### src/rpsd_pkg.sv
// Package of constants and types for the pattern step decoder
package rpsd_pkg;

  // ***************************************************************
  // Register map
  // ***************************************************************
  localparam logic [7:0] ADDR_SOFT_RESET = 8'h60;
  localparam logic [7:0] SOFT_RESET_RESET = 8'h00;

  // ***************************************************************
  // Field positions
  // ***************************************************************
  localparam int HOLD_HI_LSB = 0;
  localparam int HOLD_LO_LSB = 6;
  localparam int BLUE_LSB = 3;
  localparam int FADE_LSB = 0;

  // ***************************************************************
  // Timing
  // ***************************************************************
  localparam int CLK_HZ = 40_000_000;
  localparam int TICK_US = 1000;
  localparam int TICK_CYC = CLK_HZ / 1_000_000 * TICK_US;
  localparam logic [15:0] HOLD_BASE_US = 16'h0000 + 16'd196_6;
  localparam logic [15:0] HOLD_STEP_US = 16'd196_6;

  // Hold time in ms per code, linear steps
  localparam logic [11:0] HOLD_MS [16] = '{
    12'd197, 12'd393, 12'd590, 12'd786, 12'd983, 12'd1180, 12'd1376, 12'd1573,
    12'd1769, 12'd1966, 12'd2163, 12'd2359, 12'd2556, 12'd2753, 12'd2949, 12'd3146};
  // Fade time in ms per code
  localparam logic [11:0] FADE_MS [8] = '{
    12'd0, 12'd55, 12'd110, 12'd221, 12'd442, 12'd885, 12'd1770, 12'd3539};
  // Blue percent of full_scale_current
  localparam logic [6:0] LIN_PCT [8] = '{
    7'd0, 7'd7, 7'd14, 7'd21, 7'd32, 7'd46, 7'd71, 7'd100};
  localparam logic [6:0] LOG_PCT [8] = '{
    7'd0, 7'd1, 7'd2, 7'd4, 7'd10, 7'd21, 7'd46, 7'd100};

  typedef enum logic [1:0] {
    ST_IDLE = 2'b00,
    ST_FADE = 2'b01,
    ST_HOLD = 2'b11
  } rpsd_state_t;

  typedef struct packed {
    logic [7:0] cmd_a;
    logic [7:0] cmd_b;
    logic log_mode;
  } rpsd_cmd_t;

  typedef struct packed {
    logic [1:0] rst_sync;
    rpsd_state_t state;
    logic [15:0] tick_cnt;
    logic [11:0] ms_cnt;
    logic [11:0] fade_ms;
    logic [11:0] hold_ms;
    logic [6:0] start_pct;
    logic [6:0] target_pct;
    logic [6:0] blue_pct;
    logic [3:0] hold_code;
    logic [2:0] fade_code;
    logic step_done;
    logic soft_reset;
  } rpsd_state_s_t;

endpackage

### src/rpsd_top.sv
// Pattern step decoder: hold time, blue level, fade time, soft reset
// Behaviour
// - Hold code is cmd A bits 1-0 over cmd B bits 7-6, 197 ms to 3146 ms linear.
// - Blue level code in cmd B bits 5-3 maps to linear or logarithmic percent.
// - Fade code in cmd B bits 2-0 selects 0 to 3539 ms.
// - Any write to address 0x60 resets the whole block.
`timescale 1ns/1ps
module rpsd_top (
  // Clock and reset
  input wire logic i_clk,
  input wire logic i_reset_n,
  // Register write port
  input wire logic i_wr,
  input wire logic [7:0] i_addr,
  input wire logic [7:0] i_wdata,
  // Pattern step
  input wire logic i_step_load,
  input wire rpsd_pkg::rpsd_cmd_t i_cmd,
  // Status
  output logic [6:0] o_blue_pct,
  output logic [3:0] o_hold_code,
  output logic [2:0] o_fade_code,
  output logic [1:0] o_phase,
  output logic o_step_done
);

  rpsd_pkg::rpsd_state_s_t s;
  rpsd_pkg::rpsd_state_s_t next_s;
  logic rst_n;
  logic soft_hit;
  logic tick;
  logic [3:0] code_hold;
  logic [2:0] code_blue;
  logic [2:0] code_fade;
  logic [13:0] ramp;

  assign rst_n = s.rst_sync[1];

  // ***************************************************************
  // Decode
  // ***************************************************************
  assign soft_hit = i_wr && (i_addr == rpsd_pkg::ADDR_SOFT_RESET);
  assign code_hold = {i_cmd.cmd_a[rpsd_pkg::HOLD_HI_LSB +: 2],
                      i_cmd.cmd_b[rpsd_pkg::HOLD_LO_LSB +: 2]};
  assign code_blue = i_cmd.cmd_b[rpsd_pkg::BLUE_LSB +: 3];
  assign code_fade = i_cmd.cmd_b[rpsd_pkg::FADE_LSB +: 3];
  assign tick = (s.tick_cnt == 16'(rpsd_pkg::TICK_CYC - 1));

  // Linear interpolation of fade
  always_comb begin
    ramp = 14'd0;
    if (s.fade_ms != 12'd0) begin
      ramp = 14'((22'(s.target_pct) * 22'(s.ms_cnt)
             + 22'(s.start_pct) * 22'(s.fade_ms - s.ms_cnt)) / 22'(s.fade_ms));
    end
  end

  // ***************************************************************
  // Next state
  // ***************************************************************
  always_comb begin
    next_s = s;
    next_s.rst_sync = {s.rst_sync[0], 1'b1};
    next_s.step_done = 1'b0;
    next_s.soft_reset = soft_hit;
    next_s.tick_cnt = tick ? 16'h0000 : s.tick_cnt + 16'h0001;
    case (s.state)
      rpsd_pkg::ST_IDLE: begin
        next_s.tick_cnt = 16'h0000;
      end
      rpsd_pkg::ST_FADE: begin
        if (s.ms_cnt >= s.fade_ms) begin
          next_s.state = rpsd_pkg::ST_HOLD;
          next_s.blue_pct = s.target_pct;
          next_s.ms_cnt = 12'h000;
          next_s.tick_cnt = 16'h0000;
        end else begin
          next_s.blue_pct = ramp[6:0];
          if (tick) begin
            next_s.ms_cnt = s.ms_cnt + 12'h001;
          end
        end
      end
      rpsd_pkg::ST_HOLD: begin
        if (tick) begin
          next_s.ms_cnt = s.ms_cnt + 12'h001;
          if (s.ms_cnt + 12'h001 >= s.hold_ms) begin
            next_s.state = rpsd_pkg::ST_IDLE;
            next_s.step_done = 1'b1;
          end
        end
      end
      default: begin
        next_s.state = rpsd_pkg::ST_IDLE;
      end
    endcase
    if (i_step_load) begin
      next_s.state = rpsd_pkg::ST_FADE;
      next_s.hold_code = code_hold;
      next_s.fade_code = code_fade;
      next_s.hold_ms = rpsd_pkg::HOLD_MS[code_hold];
      next_s.fade_ms = rpsd_pkg::FADE_MS[code_fade];
      next_s.start_pct = s.blue_pct;
      // Restart from the level now shown
      next_s.blue_pct = s.blue_pct;
      next_s.target_pct = i_cmd.log_mode ? rpsd_pkg::LOG_PCT[code_blue]
                                         : rpsd_pkg::LIN_PCT[code_blue];
      next_s.ms_cnt = 12'h000;
      next_s.tick_cnt = 16'h0000;
    end
    if (s.soft_reset) begin
      next_s = '0;
      next_s.rst_sync = s.rst_sync;
      // Back-to-back writes clear again
      next_s.soft_reset = soft_hit;
    end
  end

  always_ff @(posedge i_clk or negedge i_reset_n) begin
    if (!i_reset_n) begin
      s <= '0;
    end else if (!rst_n) begin
      s <= '0;
      s.rst_sync <= {s.rst_sync[0], 1'b1};
    end else begin
      s <= next_s;
    end
  end

  assign o_blue_pct = s.blue_pct;
  assign o_hold_code = s.hold_code;
  assign o_fade_code = s.fade_code;
  assign o_phase = s.state;
  assign o_step_done = s.step_done;
endmodule

### config.mk
export PLATFORM = sky130hd
export DESIGN_NAME = rpsd_top
export DESIGN_NICKNAME = d
export VERILOG_FILES = /design/src/rpsd_pkg.sv /design/src/rpsd_top.sv
export SDC_FILE = /design/constraint.sdc
export NUM_CORES = 1
export LEC_CHECK = 0
export ABC_AREA = 1
export CELL_PAD_IN_SITES_DETAIL_PLACEMENT = 1
export CELL_PAD_IN_SITES_GLOBAL_PLACEMENT = 1
export CORE_ASPECT_RATIO = 1.2
export CORE_MARGIN = 1
export CORE_UTILIZATION = 44
export DETAILED_ROUTE_END_ITERATION = 12
export DONT_BUFFER_PORTS = 1
export PLACE_DENSITY = 0.89
export REMOVE_ABC_BUFFERS = 1
export SYNTH_ARGS = -nofsm -noshare
export SYNTH_HDL_FRONTEND = slang
export SYNTH_SLANG_ARGS = --single-unit
### constraint.sdc
create_clock -name i_clk -period 51.7 [get_ports i_clk]
set_clock_uncertainty 0.2 [all_clocks]
set_input_delay 7.755 -clock i_clk [delete_from_list [all_inputs] [get_ports i_clk]]
set_output_delay 7.755 -clock i_clk [all_outputs]
set_load 0.01 [all_outputs]
==> reports/summary.txt, run 1 <==
===============================================================================================
Post-DP HPWL                                                                            59.9 mm
Peak fanout along the critical path                                                          18
Most common cell type on the critical path                                              nand2_1
Cell row count                                                                               90
Crit path largest cell delay                                                            0.89 ns
Violations in the final reports                                                    max-capacitance violations, max-slew violations, negative setup slack
Share of the yosys chip area belonging to registers                                      0.0936
CP Data Required Time                                                                  51.77 ns
DR WL/cell                                                                         26.4 microns
Achievable frequency                                                                   17.8 MHz
Num Clock Sinks                                                                              85
Number of global-route vias before repair                                                 25300
Synth async-reset ratio                                                                    1.00
Global route total overflow                                                                   0
Warnings from Yosys                                                                           0
Via count                                                                                 26600
Cell family with most CP delay                                                     compound AO/OA/AOI/OAI gates
Iter 0 DRT Violations                                                                      2401
Routed via count divided by cell count                                                     6.38
Critical path data arrival time                                                        56.28 ns
Number of buffer and inverter stages on the critical path                                    74
Number of ports placed on the die boundary                                                   54
Most frequent cells in the layout                                                  724 x nand2_1, 632 x inv_1, 311 x ha_1
Maximum capacitance violations                                                                1
Final period utilization                                                                   1.09
Skew-Pair Late Insertion Delay                                                          0.38 ns
Syn-to-layout area delta                                                                  14.5%
Post-Syn Area per Cell                                                               6.72 sq um
Final ANT Viol Nets                                                                           0
Maximum number of pins on one net before global-route repair                                 86
H-tree depth reported by CTS                                                                  3
Most frequent standard cell in the layout excluding fill and tap cells                  nand2_1
Highest-delay cell along the critical path                                               xor2_1
Total Die Area                                                                     0.0526 sq mm
Number of enable-type register cells in the synthesized netlist                               0
Longest Clk Path Bufs                                                                         2
Clock input transition at the sequential cells of the worst setup and hold paths        0.08 ns
Number of hold buffers added after CTS                                                        0
Setup slack after layout                                                               -4.52 ns
Wire length of the first global-routing pass                                             123 mm
Placed cell areas                                                                  0.0241 sq mm
Overall global routing resource usage                                                     0.286
CTS tree                                                                                  built
Worst max-slew margin expressed relative to the limit                                   -0.0243
Yosys reg bits                                                                               85
Endpoint kind of the worst setup timing path                                               flop
Count of port buffers added during placement                                                  0
Element type at the critical path start                                                    flop
Placer congestion estimate                                                                0.889
Effective utilization at floorplan                                                        0.449
Slew @ Worst Pin                                                                        1.53 ns
Core outline area                                                                  0.0507 sq mm
Chip height                                                                         251 microns
Antenna violations before repair                                                              9
Number of remaining DRC errors                                                                0
Post-synth design cell area                                                        0.0227 sq mm
Unique cell type count in the Yosys netlist                                                  59
Share of layout cells above drive strength 1                                              0.151
Horizontal extent of the die                                                        209 microns
Post-Synthesis Cells                                                                       3381
Classification of the worst-slack hold path                                        flop to flop
Dominant synthesized flop cell                                                          dfrtp_1
Total of fill cells in the finished design                                                 6611
Final design area excluding fillers                                                0.0260 sq mm
Final wirelength                                                                         110 mm
Number of failing hold endpoints at the final stage                                           0
Final slew viol count                                                                         7
Minimum clock period after layout                                                      56.22 ns
Clock buffers created by TritonCTS                                                            9
Number of iterations in the first detailed-routing pass                                       6
Nets                                                                                       4028
Count of final setup violators                                                                2
Clock root buffer                                                                     clkbuf_16
Result of the run                                                                  complete, but fails checks
Critical setup path kind                                                           flop to flop
===============================================================================================
[flip-flops by register name, indices dropped and copies added (netlist names)]
signal / flops
rst_n: 1
o_phase: 2
s: 68
o_hold_code: 4
o_blue_pct: 7
o_step_done: 1
o_fade_code: 2
[final timing paths]
kind	slack (ns)	to	from	cells after the start
worst min register to register	0.27	s[66]	s[66]	1
worst max register to register	-4.52	o_blue_pct[0]	s[55]	347
worst min-delay path	0.27	s[66]	s[66]	1
worst max-delay path	-4.52	o_blue_pct[0]	s[55]	347
min in group asynchronous	6.88	s[68]	i_reset_n	0
max in group asynchronous	44.23	s[19]	i_reset_n	0
[Yosys cell counts, types with 7 or more instances]
master      n  share of area
o21bai_1   38          0.013
o31ai_1    18         0.0059
nand3_1   157          0.035
fa_1      144           0.13
clkinv_1    7         0.0012
or2_2      17         0.0047
nand3_2    12         0.0053
nor2_4      8         0.0040
a21oi_1   163          0.036
o21ai_1    28         0.0062
buf_4      20         0.0066
nor4_1      7         0.0019
nor3_1     32         0.0070
a21oi_2     9         0.0035
ha_1      325           0.18
inv_2      31         0.0051
dfrtp_1    85          0.094
o21a_1     13         0.0043
xor2_1    136          0.052
nand4_1    46          0.013
o21ai_0   177          0.039
xnor2_1    52          0.020
o22ai_1    29         0.0080
o221ai_1   16         0.0062
nor2_2      8         0.0022
a21o_1     23         0.0076
nand2_2    23         0.0063
nor2_1    244          0.040
inv_1     639           0.11
nand2_1   739           0.12
nand3b_1   13         0.0043
clkbuf_1   59         0.0097
nand2_4    13         0.0064
[routing by layer]
layer | vias up | wire length [microns] | GRT usage
met4 | 14 | 11200 | 0.162
met5 | - | 88 | 0
met3 | 913 | 11300 | 0.0376
met1 | 12800 | 36800 | 0.296
met2 | 1810 | 50600 | 0.549
li1 | 11100 | - | -
[timing repair]
item,CTS,global route
resized for setup,55,198
endpoints found under the setup margin,2,2
pin swaps,10,118
cloned,0,2
setup buffers,13,76
[cell type report]
| cell class | count | area (sq um) | area share |
|---|---|---|---|
| antenna | 4 | 10.0 | 0.000385 |
| clock buffer | 10 | 239 | 0.00918 |
| clock inverter | 6 | 53.8 | 0.00207 |
| inverter | 677 | 2570 | 0.0989 |
| multi-input combinational | 2533 | 18500 | 0.711 |
| sequential | 85 | 2140 | 0.0821 |
| tap | 644 | 806 | 0.0310 |
| timing repair buffer | 214 | 1690 | 0.0648 |
| timing repair inverter | 2 | 13.8 | 0.000529 |
[logic make-up (layout without fill, tap and decap cells)]
family,after synthesis,count (layout),synth area share
adders and majority gates,469,469,0.306
xor gates and xnor gates,188,188,0.0724
buffers and inverters,763,909,0.131
AOI/OAI and AO/OA,544,544,0.140
and+or+nand+nor,1332,1332,0.257
DFF,85,85,0.0936
other,0,4,0
[metrics by stage]
stage,setup slack (ns),hold WS (ns),cells,TNS [ns],util
2_1_floorplan,-0.110,0.222,3295,-0.110,-
3_3_place_gp,0.211,0.237,4064,0,0.475
3_5_place_dp,-2.50,0.254,4064,-2.50,0.475
4_1_cts,0.0230,0.271,4093,0,0.486
5_1_grt,-6.43,0.284,4171,-11.66,0.513
6_report,-4.52,0.273,4175,-6.34,0.514
Power of run 1 is left out: the tool's default activity adds up to more than one toggle a clock period on the data nets, which glitch-free logic cannot reach.
==> run 2, diff against run 1 <==
- SETUP_SLACK_MARGIN: not set -> 0.05
==> reports/summary.txt, run 2 (same netlist as run 1, synthesis figures left out) <==
===============================================================================================
Result of the run                                                                  complete, but fails checks
Violations in the final reports                                                    negative setup slack
Classification of the worst-slack hold path                                        flop to flop
Slew @ Worst Pin                                                                        1.22 ns   -0.315 ns
Number of remaining DRC errors                                                                0   unchanged
Clock root buffer                                                                     clkbuf_16
Min-Delay Endpoint                                                                        rst_n
Worst max-slew margin expressed relative to the limit                                     0.186   +0.211
RR Startpoint                                                                             s[57]
Overall global routing resource usage                                                     0.287   +0.00114
Clock input transition at the sequential cells of the worst setup and hold paths        0.08 ns   about the same
Horizontal extent of the die                                                        209 microns   unchanged
GRT busiest layer                                                                          met2
Peak fanout along the critical path                                                          16   -2
Chip height                                                                         251 microns   unchanged
Skew-Pair Late Insertion Delay                                                          0.36 ns   -0.02 ns
Number of ports placed on the die boundary                                                   54   unchanged
Number of iterations in the first detailed-routing pass                                       5   -1
Antenna violations before repair                                                              9   unchanged
Number of non-filler instances in the completed layout                                     4187   +0.29%
Count of final setup violators                                                                2   unchanged
Longest Clk Path Bufs                                                                         2   unchanged
Maximum capacitance violations                                                                0   -1
Endpoint kind of the worst setup timing path                                               flop
CTS tree                                                                                  built
Final design area excluding fillers                                                0.0261 sq mm   +0.49%
Highest-delay cell along the critical path                                               nor2_1
Instance count along the most critical hold path                                              2   +1
Cell row count                                                                               90   unchanged
Routed via count divided by cell count                                                     6.34   -0.54%
Global route total overflow                                                                   0   unchanged
Critical setup path kind                                                           flop to flop
Clock buffers created by TritonCTS                                                            9   unchanged
Placer congestion estimate                                                                0.889   unchanged
R2R Path End                                                                       o_blue_pct[0]
Placed cell areas                                                                  0.0241 sq mm   unchanged
Iter 0 DRT Violations                                                                      1970   -18%
Worst hold slack after final layout                                                    0.270 ns   -0.00340 ns
Count of port buffers added during placement                                                  0   unchanged
Register with the highest flop count                                                          s
Maximum number of pins on one net before global-route repair                                 86   unchanged
DR WL/cell                                                                         25.8 microns   -2.0%
Minimum clock period after layout                                                      55.47 ns   -0.746 ns
Num Clock Sinks                                                                              85   unchanged
Effective utilization at floorplan                                                        0.449   unchanged
Post-DP HPWL                                                                            59.9 mm   unchanged
Number of failing hold endpoints at the final stage                                           0   unchanged
R2r setup slk                                                                          -3.77 ns   +0.75 ns
H-tree depth reported by CTS                                                                  3   unchanged
Most frequent cells in the layout                                                  721 x nand2_1, 630 x inv_1, 311 x ha_1
Number of global-route vias before repair                                                 25400   +0.13%
Flip-flop count of the largest register, all copies and words added                          68   unchanged
Achievable frequency                                                                   18.0 MHz   +1.3%
Critical path data arrival time                                                        55.51 ns   -0.77 ns
Start point of the worst hold path                                                        s[84]
Most frequent standard cell in the layout excluding fill and tap cells                  nand2_1
Total Die Area                                                                     0.0526 sq mm   unchanged
Syn-to-layout area delta                                                                  15.0%
CP Data Required Time                                                                  51.74 ns   -0.03 ns
Final period utilization                                                                   1.07   -0.0144
Element type at the critical path start                                                    flop
Via count                                                                                 26600   -0.26%
Global routing met2 resource utilization                                                  0.550   +0.00114
Share of layout cells above drive strength 1                                              0.157   +0.00542
Wire length of the first global-routing pass                                             124 mm   +0.35%
Number of hold buffers added after CTS                                                        0   unchanged
Most common cell type on the critical path                                              nand2_1
Final wirelength                                                                         108 mm   -1.7%
Setup slack after layout                                                               -3.77 ns   +0.746 ns
Crit path largest cell delay                                                            0.59 ns   -0.30 ns
Dpl cells                                                                                  4064   unchanged
Dpl ws                                                                                 -2.50 ns   unchanged
Final slew viol count                                                                         0   -7
Final ANT Viol Nets                                                                           0   unchanged
GRT met1 Usage                                                                            0.297   +0.000501
Cell depth of the worst flop-to-flop path                                                   356   +2.6%
Met3 capacity usage during global routing                                                0.0382   +0.000625
Core outline area                                                                  0.0507 sq mm   unchanged
Nets                                                                                       4040   +0.30%
===============================================================================================
run 2: repair_timing:
item,in CTS,in global routing
endpoints found under the setup margin,2,2
cloned,0,2
pin swaps,13,137
hold endpoints to repair,0,0
gates resized for setup,55,209
buffers inserted,14,87
run 2: metrics by stage:
stage          TNS [ns]  utilization
3_3_place_gp          0        0.475
6_report          -4.89        0.516
3_5_place_dp      -2.50        0.475
5_1_grt          -10.30        0.516
2_1_floorplan    -0.110            -
4_1_cts               0        0.486
run 2: metal layers:
layer	part of all wire	routed length, microns
met1	0.32	35100
met4	0.11	11800
met2	0.47	50800
met5	0.0012	135
met3	0.096	10400
run 2: critical path: cells and delay by family, from the launching register on:
family | cells | cell delay [ns]
AOI/OAI and AO/OA | 128 | 20.43
xor gates and xnor gates | 3 | 0.41
adders and majority gates | 32 | 11.05
buffers and inverters | 74 | 7.45
DFF | 1 | 0.52
and+or+nand+nor | 119 | 15.03
run 2: cell type report:
type / count / area, sq um
diodes: 4 / 10.0
clock buffers: 10 / 239
clock inverters: 6 / 53.8
fillers: 6602 / 24500
inverters: 677 / 2570
multi-input cells: 2533 / 18500
flip-flops and latches: 85 / 2140
well taps: 644 / 806
repair buffers: 226 / 1780
repair inverters: 2 / 13.8
run 2: how the worst max path moves through the flow:
| stage | start | endpoint | slack [ns] | depth (start not counted) |
|---|---|---|---|---|
| after detailed placement | s[18] | o_blue_pct[0] | -2.50 | 352 |
| after floorplan | s[19] | o_blue_pct[0] | -0.11 | 341 |
| after CTS | s[56] | o_blue_pct[0] | 0.07 | 356 |
| after global routing | s[19] | o_blue_pct[0] | -6.07 | 352 |
| after global placement | s[17] | o_blue_pct[0] | 0.21 | 349 |
| final | s[57] | o_blue_pct[0] | -3.77 | 356 |
Power of run 2 is left out for the same reason.
